==> config.mk <==
export PLATFORM = sky130hd
export DESIGN_NAME = esb_host
export DESIGN_NICKNAME = d
export VERILOG_FILES = /design/src/esb_pkg.sv /design/src/esb_timer.sv /design/src/esb_host.sv
export SDC_FILE = /design/constraint.sdc
export NUM_CORES = 1
export LEC_CHECK = 0
export ABC_CLOCK_PERIOD_IN_PS = 3000
export BUFFER_PORTS_ARGS = -buffer_cell sky130_fd_sc_hd__buf_2
export CAP_MARGIN = 20
export CELL_PAD_IN_SITES_DETAIL_PLACEMENT = 1
export CELL_PAD_IN_SITES_GLOBAL_PLACEMENT = 1
export CORE_ASPECT_RATIO = 0.5
export CORE_MARGIN = 2
export CORE_UTILIZATION = 35
export CTS_CLUSTER_DIAMETER = 60
export CTS_CLUSTER_SIZE = 20
export DETAILED_ROUTE_END_ITERATION = 8
export PLACE_DENSITY_LB_ADDON = 0.25
export SYNTH_ARGS = -nofsm -noshare
export SYNTH_HDL_FRONTEND = slang
export SYNTH_SLANG_ARGS = --single-unit
export TNS_END_PERCENT = 20
==> constraint.sdc <==
create_clock -name i_mclk -period 3 [get_ports i_mclk]
set_input_delay 0 -clock i_mclk [delete_from_list [all_inputs] [get_ports i_mclk]]
set_output_delay 0 -clock i_mclk [all_outputs]
set_load 0.05 [all_outputs]
==> src/esb_pkg.sv <==
// Functional notes
// - Sample read data 45 ns after address
// - Sample read data 22 ns after gate low
// - Address stable 35 ns before write end
// - Address may change at write end
// - Address may arrive at write start
// - Write data 25 ns before write end
// - Write data may drop at write end
// - Wait 45 ns after retention before access
// - Deselect may coincide with retention entry
// - Write spans overlap of strobe and selects
package esb_pkg;
  localparam int ADDR_W = 20;
  localparam int DATA_W = 8;
  localparam int CLK_PERIOD_NS = 20;
  localparam int T_ACC_NS = 45;
  localparam int T_OE_NS = 22;
  localparam int T_ERR_NS = 45;
  localparam int T_AW_NS = 35;
  localparam int T_SD_NS = 25;
  localparam int T_CYC_NS = 45;
  localparam int T_REC_NS = 45;
  localparam int T_HZ_NS = 18;
  localparam int ACC_CYC = (T_ACC_NS + CLK_PERIOD_NS - 1) / CLK_PERIOD_NS;
  localparam int OE_CYC = (T_OE_NS + CLK_PERIOD_NS - 1) / CLK_PERIOD_NS;
  localparam int ERR_CYC = (T_ERR_NS + CLK_PERIOD_NS - 1) / CLK_PERIOD_NS;
  localparam int AW_CYC = (T_AW_NS + CLK_PERIOD_NS - 1) / CLK_PERIOD_NS;
  localparam int SD_CYC = (T_SD_NS + CLK_PERIOD_NS - 1) / CLK_PERIOD_NS;
  localparam int CYC_CYC = (T_CYC_NS + CLK_PERIOD_NS - 1) / CLK_PERIOD_NS;
  localparam int REC_CYC = (T_REC_NS + CLK_PERIOD_NS - 1) / CLK_PERIOD_NS;
  localparam int HZ_CYC = (T_HZ_NS + CLK_PERIOD_NS - 1) / CLK_PERIOD_NS;
  localparam int RD_CYC = (ACC_CYC > ERR_CYC) ? ACC_CYC : ERR_CYC;
  localparam int WR_CYC = (AW_CYC > SD_CYC) ? AW_CYC : SD_CYC;
  localparam int CNT_W = 3;
  localparam logic [CNT_W-1:0] CNT_ZERO = 3'h0;

  typedef struct packed {
    logic              write;
    logic [ADDR_W-1:0] addr;
    logic [DATA_W-1:0] wdata;
  } esb_req_t;

  typedef struct packed {
    logic [DATA_W-1:0] rdata;
    logic              err;
  } esb_rsp_t;

  typedef struct packed {
    logic              select_active_low_n;
    logic              select_active_high;
    logic              write_n;
    logic              gate_n;
    logic [ADDR_W-1:0] word_address_lines;
  } esb_pins_t;
endpackage

==> src/esb_timer.sv <==
`timescale 1ns/1ns
module esb_timer
(
  input  wire logic                     i_mclk,
  input  wire logic                     i_rst,
  input  wire logic                     i_load,
  input  wire logic [esb_pkg::CNT_W-1:0] i_value,
  output logic                          o_done
);
  logic [esb_pkg::CNT_W-1:0] cnt_reg;
  logic [esb_pkg::CNT_W-1:0] cnt_next;

  always_comb
  begin
    cnt_next = cnt_reg;
    if (i_load)
    begin
      cnt_next = i_value;
    end
    else if (cnt_reg != esb_pkg::CNT_ZERO)
    begin
      cnt_next = cnt_reg - 3'h1;
    end
  end

  always_ff @(posedge i_mclk)
  begin
    if (i_rst)
    begin
      cnt_reg <= esb_pkg::CNT_ZERO;
    end
    else
    begin
      cnt_reg <= cnt_next;
    end
  end

  // Done depends on the count only; the load request is built from done
  assign o_done = (cnt_reg == esb_pkg::CNT_ZERO);
endmodule

==> src/esb_host.sv <==
`timescale 1ns/1ns
module esb_host
(
  input  wire logic                      i_mclk,
  input  wire logic                      i_rst,
  input  wire logic                      i_req_valid,
  input  wire esb_pkg::esb_req_t         i_req,
  output logic                           o_req_ready,
  output logic                           o_rsp_valid,
  output esb_pkg::esb_rsp_t              o_rsp,
  input  wire logic                      i_retention,
  output esb_pkg::esb_pins_t             o_pins,
  input  wire logic [esb_pkg::DATA_W-1:0] i_data_lines,
  output logic [esb_pkg::DATA_W-1:0]     o_data_lines,
  output logic                           o_data_lines_oe,
  input  wire logic                      i_err
);
  typedef enum logic [2:0] {
    ESB_IDLE,
    ESB_READ,
    ESB_WRITE,
    ESB_GAP,
    ESB_RETAIN,
    ESB_RECOVER
  } esb_state_t;

  esb_state_t                  state_reg;
  esb_state_t                  state_next;
  esb_pkg::esb_pins_t          pins_reg;
  esb_pkg::esb_pins_t          pins_next;
  logic [esb_pkg::DATA_W-1:0]  wdata_reg;
  logic [esb_pkg::DATA_W-1:0]  wdata_next;
  logic                        oe_reg;
  logic                        oe_next;
  esb_pkg::esb_rsp_t           rsp_reg;
  esb_pkg::esb_rsp_t           rsp_next;
  logic                        rsp_valid_reg;
  logic                        rsp_valid_next;
  logic                        load;
  logic [esb_pkg::CNT_W-1:0]   load_value;
  logic                        done;

  esb_timer esb_timer_inst
  (
    .i_mclk  (i_mclk),
    .i_rst   (i_rst),
    .i_load  (load),
    .i_value (load_value),
    .o_done  (done)
  );

  // Access sequencing: pins, write data and bus direction
  always_comb
  begin
    state_next = state_reg;
    pins_next  = pins_reg;
    wdata_next = wdata_reg;
    oe_next    = oe_reg;
    load       = 1'h0;
    load_value = esb_pkg::CNT_ZERO;
    unique case (state_reg)
      ESB_IDLE:
      begin
        if (i_retention)
        begin
          // Deselect in the same cycle retention begins
          pins_next.select_active_low_n = 1'h1;
          pins_next.select_active_high  = 1'h0;
          state_next                    = ESB_RETAIN;
        end
        else if (i_req_valid)
        begin
          // Address, selects and strobe all change together
          pins_next.word_address_lines  = i_req.addr;
          pins_next.select_active_low_n = 1'h0;
          pins_next.select_active_high  = 1'h1;
          pins_next.write_n             = !i_req.write;
          pins_next.gate_n              = i_req.write;
          wdata_next                    = i_req.wdata;
          // Lines driven only while the device is in write mode
          oe_next                       = i_req.write;
          load                          = 1'h1;
          if (i_req.write)
          begin
            load_value = 3'(esb_pkg::WR_CYC - 1);
            state_next = ESB_WRITE;
          end
          else
          begin
            load_value = 3'(esb_pkg::RD_CYC - 1);
            state_next = ESB_READ;
          end
        end
      end
      ESB_READ:
      begin
        // Wait covers address, gate and error flag access together
        if (done)
        begin
          pins_next.gate_n              = 1'h1;
          pins_next.select_active_low_n = 1'h1;
          pins_next.select_active_high  = 1'h0;
          // Gap lets the device float the lines before the next drive
          load       = 1'h1;
          load_value = 3'(esb_pkg::HZ_CYC - 1);
          state_next = ESB_GAP;
        end
      end
      ESB_WRITE:
      begin
        if (done)
        begin
          // Strobe and selects drop together to end the write
          pins_next.write_n             = 1'h1;
          pins_next.select_active_low_n = 1'h1;
          pins_next.select_active_high  = 1'h0;
          // Data released at the ending edge, no hold needed
          oe_next    = 1'h0;
          load       = 1'h1;
          load_value = 3'(esb_pkg::CYC_CYC - esb_pkg::WR_CYC);
          state_next = ESB_GAP;
        end
      end
      ESB_GAP:
      begin
        // Bus turnaround and cycle time before the next access
        if (done)
        begin
          state_next = ESB_IDLE;
        end
      end
      ESB_RETAIN:
      begin
        // Recovery count starts only once the supply is back
        if (!i_retention)
        begin
          load       = 1'h1;
          load_value = 3'(esb_pkg::REC_CYC);
          state_next = ESB_RECOVER;
        end
      end
      ESB_RECOVER:
      begin
        // A new dip restarts the whole recovery wait
        if (i_retention)
        begin
          state_next = ESB_RETAIN;
        end
        else if (done)
        begin
          state_next = ESB_IDLE;
        end
      end
      default:
      begin
        state_next = ESB_IDLE;
      end
    endcase
  end

  always_ff @(posedge i_mclk)
  begin
    if (i_rst)
    begin
      state_reg <= ESB_IDLE;
      pins_reg  <= '{select_active_low_n: 1'h1, select_active_high: 1'h0,
                     write_n: 1'h1, gate_n: 1'h1, word_address_lines: '0};
      wdata_reg <= '0;
      oe_reg    <= 1'h0;
    end
    else
    begin
      state_reg <= state_next;
      pins_reg  <= pins_next;
      wdata_reg <= wdata_next;
      oe_reg    <= oe_next;
    end
  end

  // Response capture at the last cycle of each access
  always_comb
  begin
    rsp_next       = rsp_reg;
    rsp_valid_next = 1'h0;
    if ((state_reg == ESB_READ) && done)
    begin
      // Error flag taken with the data, so both belong to one word
      rsp_next.rdata = i_data_lines;
      rsp_next.err   = i_err;
      rsp_valid_next = 1'h1;
    end
    else if ((state_reg == ESB_WRITE) && done)
    begin
      rsp_next.err   = 1'h0;
      rsp_valid_next = 1'h1;
    end
  end

  always_ff @(posedge i_mclk)
  begin
    if (i_rst)
    begin
      rsp_reg       <= '0;
      rsp_valid_reg <= 1'h0;
    end
    else
    begin
      rsp_reg       <= rsp_next;
      rsp_valid_reg <= rsp_valid_next;
    end
  end

  // Ready only when the state machine can take a request now
  assign o_req_ready     = (state_reg == ESB_IDLE) && !i_retention;
  assign o_rsp_valid     = rsp_valid_reg;
  assign o_rsp           = rsp_reg;
  assign o_pins          = pins_reg;
  assign o_data_lines    = wdata_reg;
  assign o_data_lines_oe = oe_reg;
endmodule

; ---- Yosys cells after proc, flatten, opt, wreduce, memory -nomap -nowiden
; Cells that the tools add are included.
[op_classes]
n_bitwise = 1
n_reduce_logical = 19
eq_ne = 12
n_addsub = 1
muxes = 38
[op_table]
columns = cell, n
row1 = two-way mux 3 bit, 11
row2 = two-way mux 24 bit, 1
row3 = two-way mux 22 bit, 1
row4 = one-hot mux 3 bit (5 select lines), 1
row5 = two-way mux 1 bit, 13
row6 = AND reduction 4 bit, 3
row7 = two-way mux 2 bit, 5
row8 = != test 2 bit (second input constant), 5
row9 = one-hot mux 3 bit (3 select lines), 1
row10 = nonzero test 2 bit, 4
row11 = equality test 3 x 2 -> 1 bit (second input constant), 2
row12 = equality test 3 bit (second input constant), 2
row13 = logical NOT 3 bit, 2
row14 = one-hot mux 1 bit (2 select lines), 3
row15 = one-hot mux 2 bit (3 select lines), 1
row16 = AND reduction 3 bit, 2
row17 = nonzero test 3 bit, 2
row18 = equality test 3 x 1 -> 1 bit (second input constant), 1
row19 = logical AND 1 bit, 3
row20 = != test 3 bit (second input constant), 1
row21 = one-hot mux 1 bit (3 select lines), 1
row22 = subtractor 3 x 1 -> 3 bit (second input constant), 1
row23 = logical NOT 1 bit, 2
row24 = != test 2 x 1 -> 1 bit (second input constant), 1
row25 = 2 further kinds, 2
[word_totals]
out_inout_bits = 44
register_bits = 49

; ---- Depth between registers and ports, before layout
; Gate-level depths: netlist (run 1).
[depth]
ltp_word = 5
mapped_depth = 7
mapped_depth_nobuf = 6

; ---- Hierarchy
; From an unflattened synthesis (run 1), not the netlist that was laid out.
[hier_totals]
hier_cells = 266
hier_area_um2 = 2114.5
[modules_own_cells]
columns = module, instances, area_each_um2, cells_per_inst
row1 = esb_host, 1, 1908.1, 244
row2 = esb_timer, 1, 206.4, 22

; ---- Worst setup path after synthesis (run 1)
; Ideal clock, no wire load.
[synth_path]
kind = flip-flop to flip-flop
from = register state_reg[2]
to = register oe_reg (netlist: o_data_lines_oe)
t_arrival_ps = 1709
path_buffers = 2
setup_time_ps = 67
setup_slack_ps = 1224
stages_incl_launch_ff = 7
period_less_slack_ps = 1776
path_cell_list = dfxtp_1 > nor4_4 > and2_1 > buf_4 > buf_6 > nand2_1 > a21oi_2
[synth_between]
elab_chain_len = 3
[synth_lines]
columns = element, line_no
row1 = from (decl), esb_host.sv:27  ; esb_state_t state_reg;
row2 = from (signal assigned), esb_host.sv:173  ; state_reg <= state_next;
row3 = equality test 3 x 2 -> 1 bit / logical NOT 3 bit (equally long branches), esb_host.sv:61  ; unique case (state_reg)
row4 = != test 2 bit (no source line) / nonzero test 2 bit (equally long branches), --
row5 = AND reduction 4 bit (no source line), --
row6 = to (signal assigned), esb_host.sv:176  ; oe_reg <= oe_next;
row7 = to (decl), esb_host.sv:33  ; logic oe_reg;
; Several ways; a longest one is shown, not always the timed one.
; A chain may end at the register's enable or synchronous reset.

; ---- Worst setup path after layout (run 1)
[layout_path]
from = register esb_timer_inst.cnt_reg[0] (netlist bit)
to = register esb_timer_inst.cnt_reg[0] (netlist bit)
[layout_between]
elab_chain_len = 4
[layout_lines]
columns = element, line_no
row1 = from (decl), esb_timer.sv:10  ; logic [esb_pkg::CNT_W-1:0] cnt_reg;
row2 = from (signal assigned), esb_timer.sv:30  ; cnt_reg <= esb_pkg::CNT_ZERO;
row3 = from (signal assigned), esb_timer.sv:34  ; cnt_reg <= cnt_next;
row4 = "parallel branches: the longest is 4 deep, another holds subtractor 3 x 1 -> 3 bit", --
; Several ways; the timed one is not identified. The select of a mux whose other input is x is not followed.

==> parameters.txt, run 1 <==
Parameter                              Value

Clock network
  Clock transition at the registers of the reported paths    0.07 ns
  Clock buffers created by TritonCTS    5
  Latest clock arrival within the worst-skew pair    0.29 ns
  CTS tree    yes
  CTS Buffer Depth    2
  Number of gates given a new drive strength after cts    0
  Sink count of the clock tree    49
  Number of levels in the clock H-tree    2
  Master cell of the clock root buffer    sky130_fd_sc_hd__clkbuf_16

STA
  Pins Over Slew Limit    0
  Worst slew pin tran    0.643 ns
  Setup skew after layout    0.00545 ns
  Clock period minus final worst setup slack    1.83 ns
  Unrepaired setup endpoints after global routing    false
  Max-Slew Margin vs Limit    57.0%
  Post-route setup TNS    0 ns
  Setup Viol. Count Final    0
  Count of endpoints failing hold in the final timing report    0
  Maximum frequency from static timing analysis    0.545 GHz
  Share of the clock period used by the worst path after layout    61.1%

Synth
  Primary FF master, synth    sky130_fd_sc_hd__dfxtp_1
  EDFF count, synth    0
  Netlist cell types    37
  Total of warnings raised by yosys    0
  Asr flop ratio synth    0%
  Number of nets produced by synthesis    295
  Post-synth top area cell    sky130_fd_sc_hd__dfxtp_1
  Fraction of post-synthesis cell area in the top cell type by area    49.4%
  Synth top area cells    sky130_fd_sc_hd__dfxtp_1 49%, sky130_fd_sc_hd__nand2_1 15%, sky130_fd_sc_hd__a21oi_1 10%
  Synthesized area divided by synthesized cell count    7.92 um^2
  Post-Syn Instances    251
  Sequential cell area fraction in the yosys report    49.4%
  Number of flip-flops and latches in the synthesized netlist    49
  Summed instance area of the synthesized netlist    1990 um^2

Place
  Total half-perimeter wirelength after legalization and detailed placement    3880 um
  Placer congestion estimate    0.759
  Cells after DPL    394
  # port buffers    85

Routing
  Total DRC errors in the routed layout    0
  Vias per cell    4.85
  Iter 0 DRT Violations    77
  Average wire length per cell after detail routing    14.7 um
  Routed Wire Length    6450 um
  Drt first pass iters    4
  Routed via count    2,133
  Antenna-violating nets left    0

Setup path
  CP Data Arrival Time    1.99 ns
  Slowest CP cell    sky130_fd_sc_hd__nor2b_1
  Maximum fanout encountered on the critical timing path    10
  Cell chain of the critical path    inv_1 -> ha_1 -> nor2b_1 -> o21ai_0 -> nand2_1 -> o32ai_1
  Kind of cell with the highest combined delay on the critical path    simple AND/OR/NAND/NOR gates
  Kind of launch point of the worst setup path    register
  CP peak stage delay    0.53 ns
  Setup Crit Path Kind    reg2reg
  Setup crit end kind    register
  Combined buffer and inverter count along the critical path    1
  Endpoint required time on the critical path    3.15 ns

Flow run
  Maximum Capacitance Violations    0

Cells and area
  Layout-stage area growth over the synthesis result    49.9%
  Proportion of layout cells with a drive suffix above 1    27.0%
  Footprint of the multi-input gates    886 um^2
  Final layout net count    410
  Number of flip-flops under the largest register name    24
  Antenna diode count    0
  Cell Count, Final, Fillers Out    440
  Register area    981 um^2
  Number of fillers in the final layout    689
  Most common library cell in the layout ignoring fill and taps    sky130_fd_sc_hd__buf_2
  Most used cells in the layout excluding fill and tap cells    85 x sky130_fd_sc_hd__buf_2, 82 x sky130_fd_sc_hd__nand2_1, 49 x sky130_fd_sc_hd__dfxtp_1
  Core utilization of the finished layout    54.5%

Pwr
  Worst vdd ir    0.386 mV
  Post-layout total power    0.00250 W
  Power density over the cells    841 nW/um^2
  Leakage dissipation    1.29 nW

GRT
  Maximum number of pins on one net before global-route repair    38
  First-pass GRT wire length    10,400 um
  Global-route congestion overflow total    0
  Total GRT Usage    20.5%
  Via count of the first global-routing pass    2,197
  Antenna violations before repair    0

Die
  Initial standard-cell utilization of the core    36.3%
  Area enclosed by the die boundary    6330 um^2
  Site row count    19
  Die X-Extent    111 um
  Die outline height    57.3 um
  Core area    5470 um^2
  I/O pin count    86

Outcome
  Outcome    completed

Worst hold path
  Worst min path class    in2reg
## metal layers
| layer | vias up | global-route usage [%] | part of all wire (%) | wire [um] |
|---|---|---|---|---|
| met5 | - | 0 | 0 | 0 |
| met4 | 0 | 5.18 | 0.91 | 59 |
| met1 | 1008 | 21.8 | 42 | 2740 |
| met3 | 6 | 4.78 | 3.8 | 246 |
| met2 | 50 | 41.7 | 53 | 3410 |
| li1 | 1069 | - | - | - |
## cell families (layout without fill, tap and decap cells)
| logic type | after synthesis | count (layout) | share of synthesized area, % |
|---|---|---|---|
| flip-flops | 49 | 49 | 49.4 |
| adder cells (fa/ha/maj) | 2 | 2 | 1.26 |
| buffers and inverters | 24 | 140 | 6.05 |
| XOR/XNOR | 2 | 2 | 0.882 |
| AND/OR/NAND/NOR | 111 | 111 | 24.8 |
| AO/OA/AOI/OAI | 63 | 63 | 17.6 |
## layout make-up
type                       instances  area share, %
inverter                           6          0.756
sequential                        49           32.9
multi-input combinational        178           29.7
tap                               73           3.07
clock inverter                     3           1.47
timing repair buffer             126           27.8
clock buffer                       5           4.20
## worst reg2reg max path, stage by stage, from the launching register on
cell and delay [ns]:
sky130_fd_sc_hd__dfxtp_1 0.31, sky130_fd_sc_hd__inv_1 0.10, sky130_fd_sc_hd__ha_1 0.17, sky130_fd_sc_hd__nor2b_1 0.53, sky130_fd_sc_hd__o21ai_0 0.31, sky130_fd_sc_hd__nand2_1 0.19
sky130_fd_sc_hd__o32ai_1 0.09
## synthesized netlist by cell type, types with 2 or more instances
master / number
sky130_fd_sc_hd__nand3_1: 2
sky130_fd_sc_hd__a31oi_1: 3
sky130_fd_sc_hd__buf_2: 3
sky130_fd_sc_hd__nor3b_1: 2
sky130_fd_sc_hd__a21oi_1: 40
sky130_fd_sc_hd__nand2_1: 82
sky130_fd_sc_hd__clkbuf_1: 10
sky130_fd_sc_hd__o21ai_0: 8
sky130_fd_sc_hd__inv_1: 6
sky130_fd_sc_hd__nor3_1: 5
sky130_fd_sc_hd__nor2_1: 7
sky130_fd_sc_hd__o211ai_1: 2
sky130_fd_sc_hd__a22oi_1: 2
sky130_fd_sc_hd__nand2b_1: 2
sky130_fd_sc_hd__nor2b_1: 3
sky130_fd_sc_hd__ha_1: 2
sky130_fd_sc_hd__buf_6: 3
sky130_fd_sc_hd__dfxtp_1: 49
sky130_fd_sc_hd__nor4_1: 2
## metrics by stage
stage	setup WS (ns)	area, um^2	hold slack (ns)
global route	0.987	2980	0.0337
finish	1.17	2980	0.0266
detailed placement	1.19	2430	0.247
CTS	1.16	2980	0.0271
global placement	1.29	2430	0.241
floorplan	1.22	1990	0.108
## power by group
group	switching (W)	leakage, nW	internal [W]	total (W)
registers	0.000121	0.399	0.000762	0.000882
clock network	0.000257	0.0842	0.000395	0.000652
logic	0.000678	0.805	0.000293	0.000971
## final timing paths
path | start | slack, ns | cells after the start | endpoint
max | esb_timer_inst.cnt_reg[0]$_SDFFE_PP0P_ | 1.17 | 6 | esb_timer_inst.cnt_reg[0]$_SDFFE_PP0P_
min reg2reg | o_pins[1]$_SDFFE_PP0P_ | 0.45 | 2 | o_pins[1]$_SDFFE_PP0P_
min | i_rst | 0.03 | 2 | o_rsp[6]$_SDFFE_PP0P_
max reg2reg | esb_timer_inst.cnt_reg[0]$_SDFFE_PP0P_ | 1.17 | 6 | esb_timer_inst.cnt_reg[0]$_SDFFE_PP0P_
## timing repair
| item | CTS | global route |
|---|---|---|
| endpoints found under the hold margin | 38 | 0 |
| endpoints found under the setup margin | 0 | 0 |
| hold buffers | 38 | 0 |
| setup buffers | 0 | 0 |
No activity file was read; power rests on OpenSTA's default activity.
==> run 2: changes to the inputs <==
--- a/config.mk
+++ b/config.mk
@@ -5,14 +5,14 @@
 export SDC_FILE = /design/constraint.sdc
 export NUM_CORES = 1
 export LEC_CHECK = 0
-export ABC_CLOCK_PERIOD_IN_PS = 3000
+export ABC_CLOCK_PERIOD_IN_PS = 1900
 export BUFFER_PORTS_ARGS = -buffer_cell sky130_fd_sc_hd__buf_2
 export CAP_MARGIN = 20
 export CELL_PAD_IN_SITES_DETAIL_PLACEMENT = 1
 export CELL_PAD_IN_SITES_GLOBAL_PLACEMENT = 1
 export CORE_ASPECT_RATIO = 0.5
 export CORE_MARGIN = 2
-export CORE_UTILIZATION = 35
+export CORE_UTILIZATION = 33
 export CTS_CLUSTER_DIAMETER = 60
 export CTS_CLUSTER_SIZE = 20
 export DETAILED_ROUTE_END_ITERATION = 8
==> constraint.sdc (replaced) <==
create_clock -name i_mclk -period 1.9 [get_ports i_mclk]
set_input_delay 0 -clock i_mclk [delete_from_list [all_inputs] [get_ports i_mclk]]
set_output_delay 0 -clock i_mclk [all_outputs]
set_load 0.05 [all_outputs]
==> run 2 against run 1 <==
  * Sequential share of layout area down 0.32 points
  * Final area is 0.97% higher
  * Largest cell class unchanged
  * Clock skew shrank 0.00073 ns
  * Maximum frequency increased by 12%
==> parameters.txt, run 2 (same netlist as run 1, synthesis figures left out) <==
Parameter                              Value

STA
  Max-Slew Margin vs Limit    57.3% (+0.22 points)
  Worst slew pin tran    0.641 ns (-0.00199 ns)
  Maximum frequency from static timing analysis    0.610 GHz (+12%)
  Clock period minus final worst setup slack    1.64 ns (-0.193 ns)
  Count of endpoints failing hold in the final timing report    0 (unchanged)
  Unrepaired setup endpoints after global routing    false
  Setup skew after layout    0.00472 ns (-0.000726 ns)
  Pins Over Slew Limit    0 (unchanged)
  Post-route setup TNS    0 ns (unchanged)
  Setup Viol. Count Final    0 (unchanged)
  Tightest hold margin    0.121 ns (+0.0948 ns)
  Share of the clock period used by the worst path after layout    86.3% (+25 points)

Place
  DP Area    2470 um^2 (+1.9%)
  Total half-perimeter wirelength after legalization and detailed placement    4070 um (+4.9%)
  Placer congestion estimate    0.846 (+11%)
  # port buffers    85 (unchanged)

Routing
  Routed Wire Length    6530 um (+1.2%)
  Routed via count    2,168 (+1.6%)
  Antenna-violating nets left    0 (unchanged)
  Vias per cell    4.86 (+0.27%)
  Drt first pass iters    4 (unchanged)
  Total DRC errors in the routed layout    0 (unchanged)
  Iter 0 DRT Violations    83 (+7.8%)
  Average wire length per cell after detail routing    14.6 um (-0.15%)

Pwr
  Sequential share of power    34.6% (-0.6 points)
  Switching part of the total power    42.3% (+0.15 points)
  Worst vdd ir    0.477 mV (+24%)
  NetSw    0.00166 W (+57%)
  Leakage dissipation    1.31 nW (+1.8%)
  Proportion of power drawn by the clock network    23.4% (-2.6 points)
  Design internal power    0.00227 W (+56%)
  Combinational share of power    42.0% (+3.2 points)
  Power density over the cells    1310 nW/um^2 (+55%)

GRT
  Maximum number of pins on one net before global-route repair    33 (-13%)
  Global-route congestion overflow total    0 (unchanged)
  Via count of the first global-routing pass    2,172 (-1.1%)
  Antenna violations before repair    0 (unchanged)
  Total GRT Usage    19.5% (-1.0 points)
  First-pass GRT wire length    10,100 um (-2.3%)

Setup path
  Maximum fanout encountered on the critical timing path    10 (unchanged)
  Kind of launch point of the worst setup path    register
  Endpoint required time on the critical path    2.05 ns (-1.10 ns)
  Depth of the worst register-to-register path    4 (-2)
  Setup crit start    state_reg[1]$_SDFFE_PP0P_
  CP Data Arrival Time    1.79 ns (-0.20 ns)
  Setup Crit Path Kind    reg2reg
  Setup crit end kind    register
  R2r startpoint    state_reg[1]$_SDFFE_PP0P_

Clock network
  Clock transition at the registers of the reported paths    0.06 ns (about the same)
  Master cell of the clock root buffer    sky130_fd_sc_hd__clkbuf_16
  Setup bufs post-CTS    0 (unchanged)
  CTS tree    yes
  Sink count of the clock tree    49 (unchanged)
  Number of levels in the clock H-tree    2 (unchanged)
  Hold buffer count at cts    38 (unchanged)
  CTS Buffer Depth    2 (unchanged)
  Clock buffers created by TritonCTS    5 (unchanged)
  Number of gates given a new drive strength after cts    0 (unchanged)
  Latest clock arrival within the worst-skew pair    0.29 ns (about the same)

Cells and area
  Number of flip-flops under the largest register name    24 (unchanged)
  Footprint of the multi-input gates    886 um^2 (unchanged)
  Core utilization of the finished layout    53.4% (-1.1 points)
  Final design area excluding fillers    3010 um^2 (+0.97%)
  Proportion of layout cells with a drive suffix above 1    28.2% (+1.2 points)
  Antenna diode count    0 (unchanged)
  Number of fillers in the final layout    719 (+4.4%)
  Most used cells in the layout excluding fill and tap cells    85 x sky130_fd_sc_hd__buf_2, 82 x sky130_fd_sc_hd__nand2_1, 49 x sky130_fd_sc_hd__dfxtp_1
  Most common library cell in the layout ignoring fill and taps    sky130_fd_sc_hd__buf_2
  Register area    981 um^2 (unchanged)
  Final layout net count    416 (+1.5%)
  Layout-stage area growth over the synthesis result    51.3%

Die
  Site row count    19 (unchanged)
  Area enclosed by the die boundary    6700 um^2 (+5.7%)
  Core area    5630 um^2 (+3.0%)
  Die outline height    58.9 um (+2.8%)
  Die X-Extent    114 um (+2.9%)
  Initial standard-cell utilization of the core    35.3% (-1.1 points)
  I/O pin count    86 (unchanged)

Worst hold path
  WHS Path Cells    3 (+1)
  Worst min path class    in2reg
  Beginning of the worst hold path    i_req_valid

Outcome
  Outcome    completed

Flow run
  Maximum Capacitance Violations    0 (unchanged)
## run 2: cell types whose count changed in the layout (fill, tap and decap cells not counted)
cell                        before  now
sky130_fd_sc_hd__bufinv_16       1    0
sky130_fd_sc_hd__clkbuf_8        0    1
sky130_fd_sc_hd__buf_4           3    9
sky130_fd_sc_hd__clkinv_4        0    1
sky130_fd_sc_hd__inv_6           1    0
## run 2: stage by stage
stage / power (W) / instances / setup slack, ns
floorplan: 0.00254 / 251 / 0.124
global placement: 0.00291 / 400 / 0.380
detailed placement: 0.00296 / 400 / 0.328
CTS: 0.00394 / 446 / 0.284
global route: 0.00416 / 446 / 0.192
finish: 0.00393 / 446 / 0.260
## run 2: layout make-up
class	count	share of cell area, %
clock buffer	6	4.62
clock inverter	2	0.458
inverter	6	0.749
multi-input combinational	178	29.5
sequential	49	32.6
tap	73	3.04
timing repair buffer	132	29.0
## run 2: final timing paths
path                                                               end  slack (ns)
worst max-delay path            esb_timer_inst.cnt_reg[1]$_SDFFE_PP0P_        0.26
worst min-delay path                           o_pins[20]$_SDFFE_PP1P_        0.12
worst min register to register            o_data_lines[5]$_SDFFE_PP0P_        0.46
worst max register to register  esb_timer_inst.cnt_reg[1]$_SDFFE_PP0P_        0.26
## run 2: power by group through the flow
stage / logic (W) / registers [W] / clock network, W
floorplan: 0.000797 / 0.00174 / 0
global placement: 0.00154 / 0.00137 / 0
detailed placement: 0.00158 / 0.00138 / 0
CTS: 0.00165 / 0.00136 / 0.000940
global route: 0.00179 / 0.00138 / 0.000987
finish: 0.00165 / 0.00136 / 0.000918
## run 2: routing by layer
metal	vias to the layer above	track usage, %	part of all wire, %
met5	-	0	0
met4	0	5.05	0.67
met3	6	4.74	4.3
met2	51	37.4	52
met1	1034	22.3	43
li1	1077	-	-
## run 2: worst max-delay path, stage by stage, from the launching register on
cell and delay, ns:
sky130_fd_sc_hd__dfxtp_1 0.56, sky130_fd_sc_hd__nor3b_1 0.45, sky130_fd_sc_hd__o21ai_0 0.25, sky130_fd_sc_hd__nand2_1 0.15
sky130_fd_sc_hd__o22ai_1 0.09
==> run 3: changes to the inputs <==
--- a/config.mk
+++ b/config.mk
@@ -16,6 +16,7 @@
 export CTS_CLUSTER_DIAMETER = 60
 export CTS_CLUSTER_SIZE = 20
 export DETAILED_ROUTE_END_ITERATION = 8
+export HOLD_SLACK_MARGIN = 0.08
 export PLACE_DENSITY_LB_ADDON = 0.25
 export SYNTH_ARGS = -nofsm -noshare
 export SYNTH_HDL_FRONTEND = slang
==> constraint.sdc (replaced) <==
create_clock -name i_mclk -period 1.9 [get_ports i_mclk]
set_input_delay 0.095 -clock i_mclk [delete_from_list [all_inputs] [get_ports i_mclk]]
set_output_delay 0.095 -clock i_mclk [all_outputs]
set_load 0.05 [all_outputs]
==> run 3 against run 2 <==
  * Via count barely moved
  * First-iteration DRC count is 3.6% lower
  * Combinational power barely moved
  * Flip-flop and latch count did not move
  * Setup slack better by 0.044 ns
  * Power shrank 1.1%
  * Sequential share of layout area is 0.36 points higher
  * Hold slack lost 0.041 ns
  * Register-to-register slack better by 0.04 ns
==> parameters.txt, run 3 (same netlist as run 1, synthesis figures left out) <==
Parameter                              Value

Setup path
  Maximum fanout encountered on the critical timing path    10 (unchanged)
  R2r startpoint    state_reg[1]$_SDFFE_PP0P_
  Kind of launch point of the worst setup path    register
  Setup crit start    state_reg[1]$_SDFFE_PP0P_
  Setup crit end kind    register
  Endpoint required time on the critical path    2.03 ns (-0.02 ns)
  Setup Crit Path Kind    reg2reg
  CP Data Arrival Time    1.73 ns (-0.06 ns)

STA
  Clock period minus final worst setup slack    1.60 ns (-0.0442 ns)
  Share of the clock period used by the worst path after layout    84.0% (-2.3 points)
  Maximum frequency from static timing analysis    0.627 GHz (+2.8%)
  Pins Over Slew Limit    0 (unchanged)
  Setup skew after layout    0.00345 ns (-0.00127 ns)
  Count of endpoints failing hold in the final timing report    0 (unchanged)
  Worst slew pin tran    0.648 ns (+0.00669 ns)
  Post-route setup TNS    0 ns (unchanged)
  Unrepaired setup endpoints after global routing    false
  Setup Viol. Count Final    0 (unchanged)
  Max-Slew Margin vs Limit    56.8% (-0.45 points)

Die
  I/O pin count    86 (unchanged)
  Die X-Extent    114 um (unchanged)
  Area enclosed by the die boundary    6700 um^2 (unchanged)
  Site row count    19 (unchanged)
  Core area    5630 um^2 (unchanged)
  Initial standard-cell utilization of the core    35.3% (unchanged)
  Die outline height    58.9 um (unchanged)

GRT
  Maximum number of pins on one net before global-route repair    35 (+6.1%)
  Antenna violations before repair    0 (unchanged)
  Global-route congestion overflow total    0 (unchanged)
  Total GRT Usage    20.0% (+0.48 points)
  First-pass GRT wire length    10,500 um (+3.9%)
  Via count of the first global-routing pass    2,260 (+4.1%)

Routing
  Routed via count    2,170 (+0.092%)
  Total DRC errors in the routed layout    0 (unchanged)
  Drt first pass iters    4 (unchanged)
  Vias per cell    4.89 (+0.54%)
  Average wire length per cell after detail routing    14.5 um (-1.2%)
  Iter 0 DRT Violations    80 (-3.6%)
  Antenna-violating nets left    0 (unchanged)
  Routed Wire Length    6430 um (-1.6%)

Place
  Placer congestion estimate    0.839 (-0.82%)
  # port buffers    85 (unchanged)
  Cells after DPL    400 (unchanged)
  Total half-perimeter wirelength after legalization and detailed placement    4250 um (+4.3%)

Outcome
  Outcome    completed

Clock network
  CTS Buffer Depth    2 (unchanged)
  Master cell of the clock root buffer    sky130_fd_sc_hd__clkbuf_16
  Number of gates given a new drive strength after cts    0 (unchanged)
  Number of levels in the clock H-tree    2 (unchanged)
  Latest clock arrival within the worst-skew pair    0.28 ns (about the same)
  Clock buffers created by TritonCTS    5 (unchanged)
  Clock transition at the registers of the reported paths    0.06 ns (about the same)
  Sink count of the clock tree    49 (unchanged)
  CTS tree    yes

Pwr
  Leakage dissipation    1.29 nW (-1.6%)
  Worst vdd ir    0.556 mV (+17%)
  Power density over the cells    1310 nW/um^2 (about the same)

Cells and area
  Proportion of layout cells with a drive suffix above 1    27.8% (-0.39 points)
  Cell Count, Final, Fillers Out    444 (-0.45%)
  Final layout net count    414 (-0.48%)
  Most used cells in the layout excluding fill and tap cells    85 x sky130_fd_sc_hd__buf_2, 82 x sky130_fd_sc_hd__nand2_1, 49 x sky130_fd_sc_hd__dfxtp_1
  Antenna diode count    0 (unchanged)
  Layout-stage area growth over the synthesis result    49.7%
  Number of fillers in the final layout    704 (-2.1%)
  Number of flip-flops under the largest register name    24 (unchanged)
  Most common library cell in the layout ignoring fill and taps    sky130_fd_sc_hd__buf_2

Worst hold path
  Worst min path class    in2reg
  Beginning of the worst hold path    i_req[4]

Flow run
  Maximum Capacitance Violations    0 (unchanged)
-- run 3: repair_timing --
action	4_1_cts	5_1_grt
hold buffers	36	0
hold endpoints to repair	36	0
setup buffers	0	0
-- run 3: power breakdown --
part | leakage, nW | total, W | internal, W | switching [W]
clock | 0.0641 | 0.000857 | 0.000489 | 0.000368
sequential | 0.399 | 0.00136 | 0.00120 | 0.000158
combinational | 0.827 | 0.00166 | 0.000536 | 0.00113
-- run 3: path summary, 6_finish.rpt --
path         cells past startpoint  slack (ns)                                     end
max                              4        0.30  esb_timer_inst.cnt_reg[0]$_SDFFE_PP0P_
min                              3        0.08            o_data_lines[4]$_SDFFE_PP0P_
max reg2reg                      4        0.30  esb_timer_inst.cnt_reg[0]$_SDFFE_PP0P_
min reg2reg                      2        0.46                 o_pins[19]$_SDFFE_PP0P_
-- run 3: layer usage --
metal,vias to the layer above,global-route usage (%),part of all wire (%)
met5,-,0,0
met4,0,5.92,1.5
met3,10,4.53,4.5
met2,56,38.2,51
met1,1035,22.8,43
li1,1069,-,-
-- run 3: cell type report --
type	count	area, um^2	area share (%)
sequential	49	981	33.0
inverter	6	22.5	0.757
tap	73	91.3	3.07
timing repair buffer	130	853	28.7
multi-input combinational	178	886	29.8
clock inverter	1	7.51	0.252
clock buffer	7	133	4.46
-- run 3: per-stage QoR --
| stage | instance area [um^2] | hold slack (ns) | util [%] | power (W) | setup WS (ns) |
|---|---|---|---|---|---|
| 2_1_floorplan | 1990 | 0.203 | - | 0.00254 | 0.124 |
| 3_3_place_gp | 2470 | 0.336 | 43.9 | 0.00291 | 0.381 |
| 3_5_place_dp | 2470 | 0.344 | 43.9 | 0.00297 | 0.340 |
| 4_1_cts | 2970 | 0.0885 | 52.8 | 0.00392 | 0.315 |
| 5_1_grt | 2970 | 0.0941 | 52.8 | 0.00412 | 0.122 |
| 6_report | 2970 | 0.0806 | 52.8 | 0.00388 | 0.304 |
-- run 3: worst max-delay path, cell delays in order (launching register included) --
cell,delay [ns]
sky130_fd_sc_hd__dfxtp_1,0.57
sky130_fd_sc_hd__nor3b_1,0.38
sky130_fd_sc_hd__o21ai_0,0.24
sky130_fd_sc_hd__nand2_1,0.15
sky130_fd_sc_hd__o32ai_1,0.11
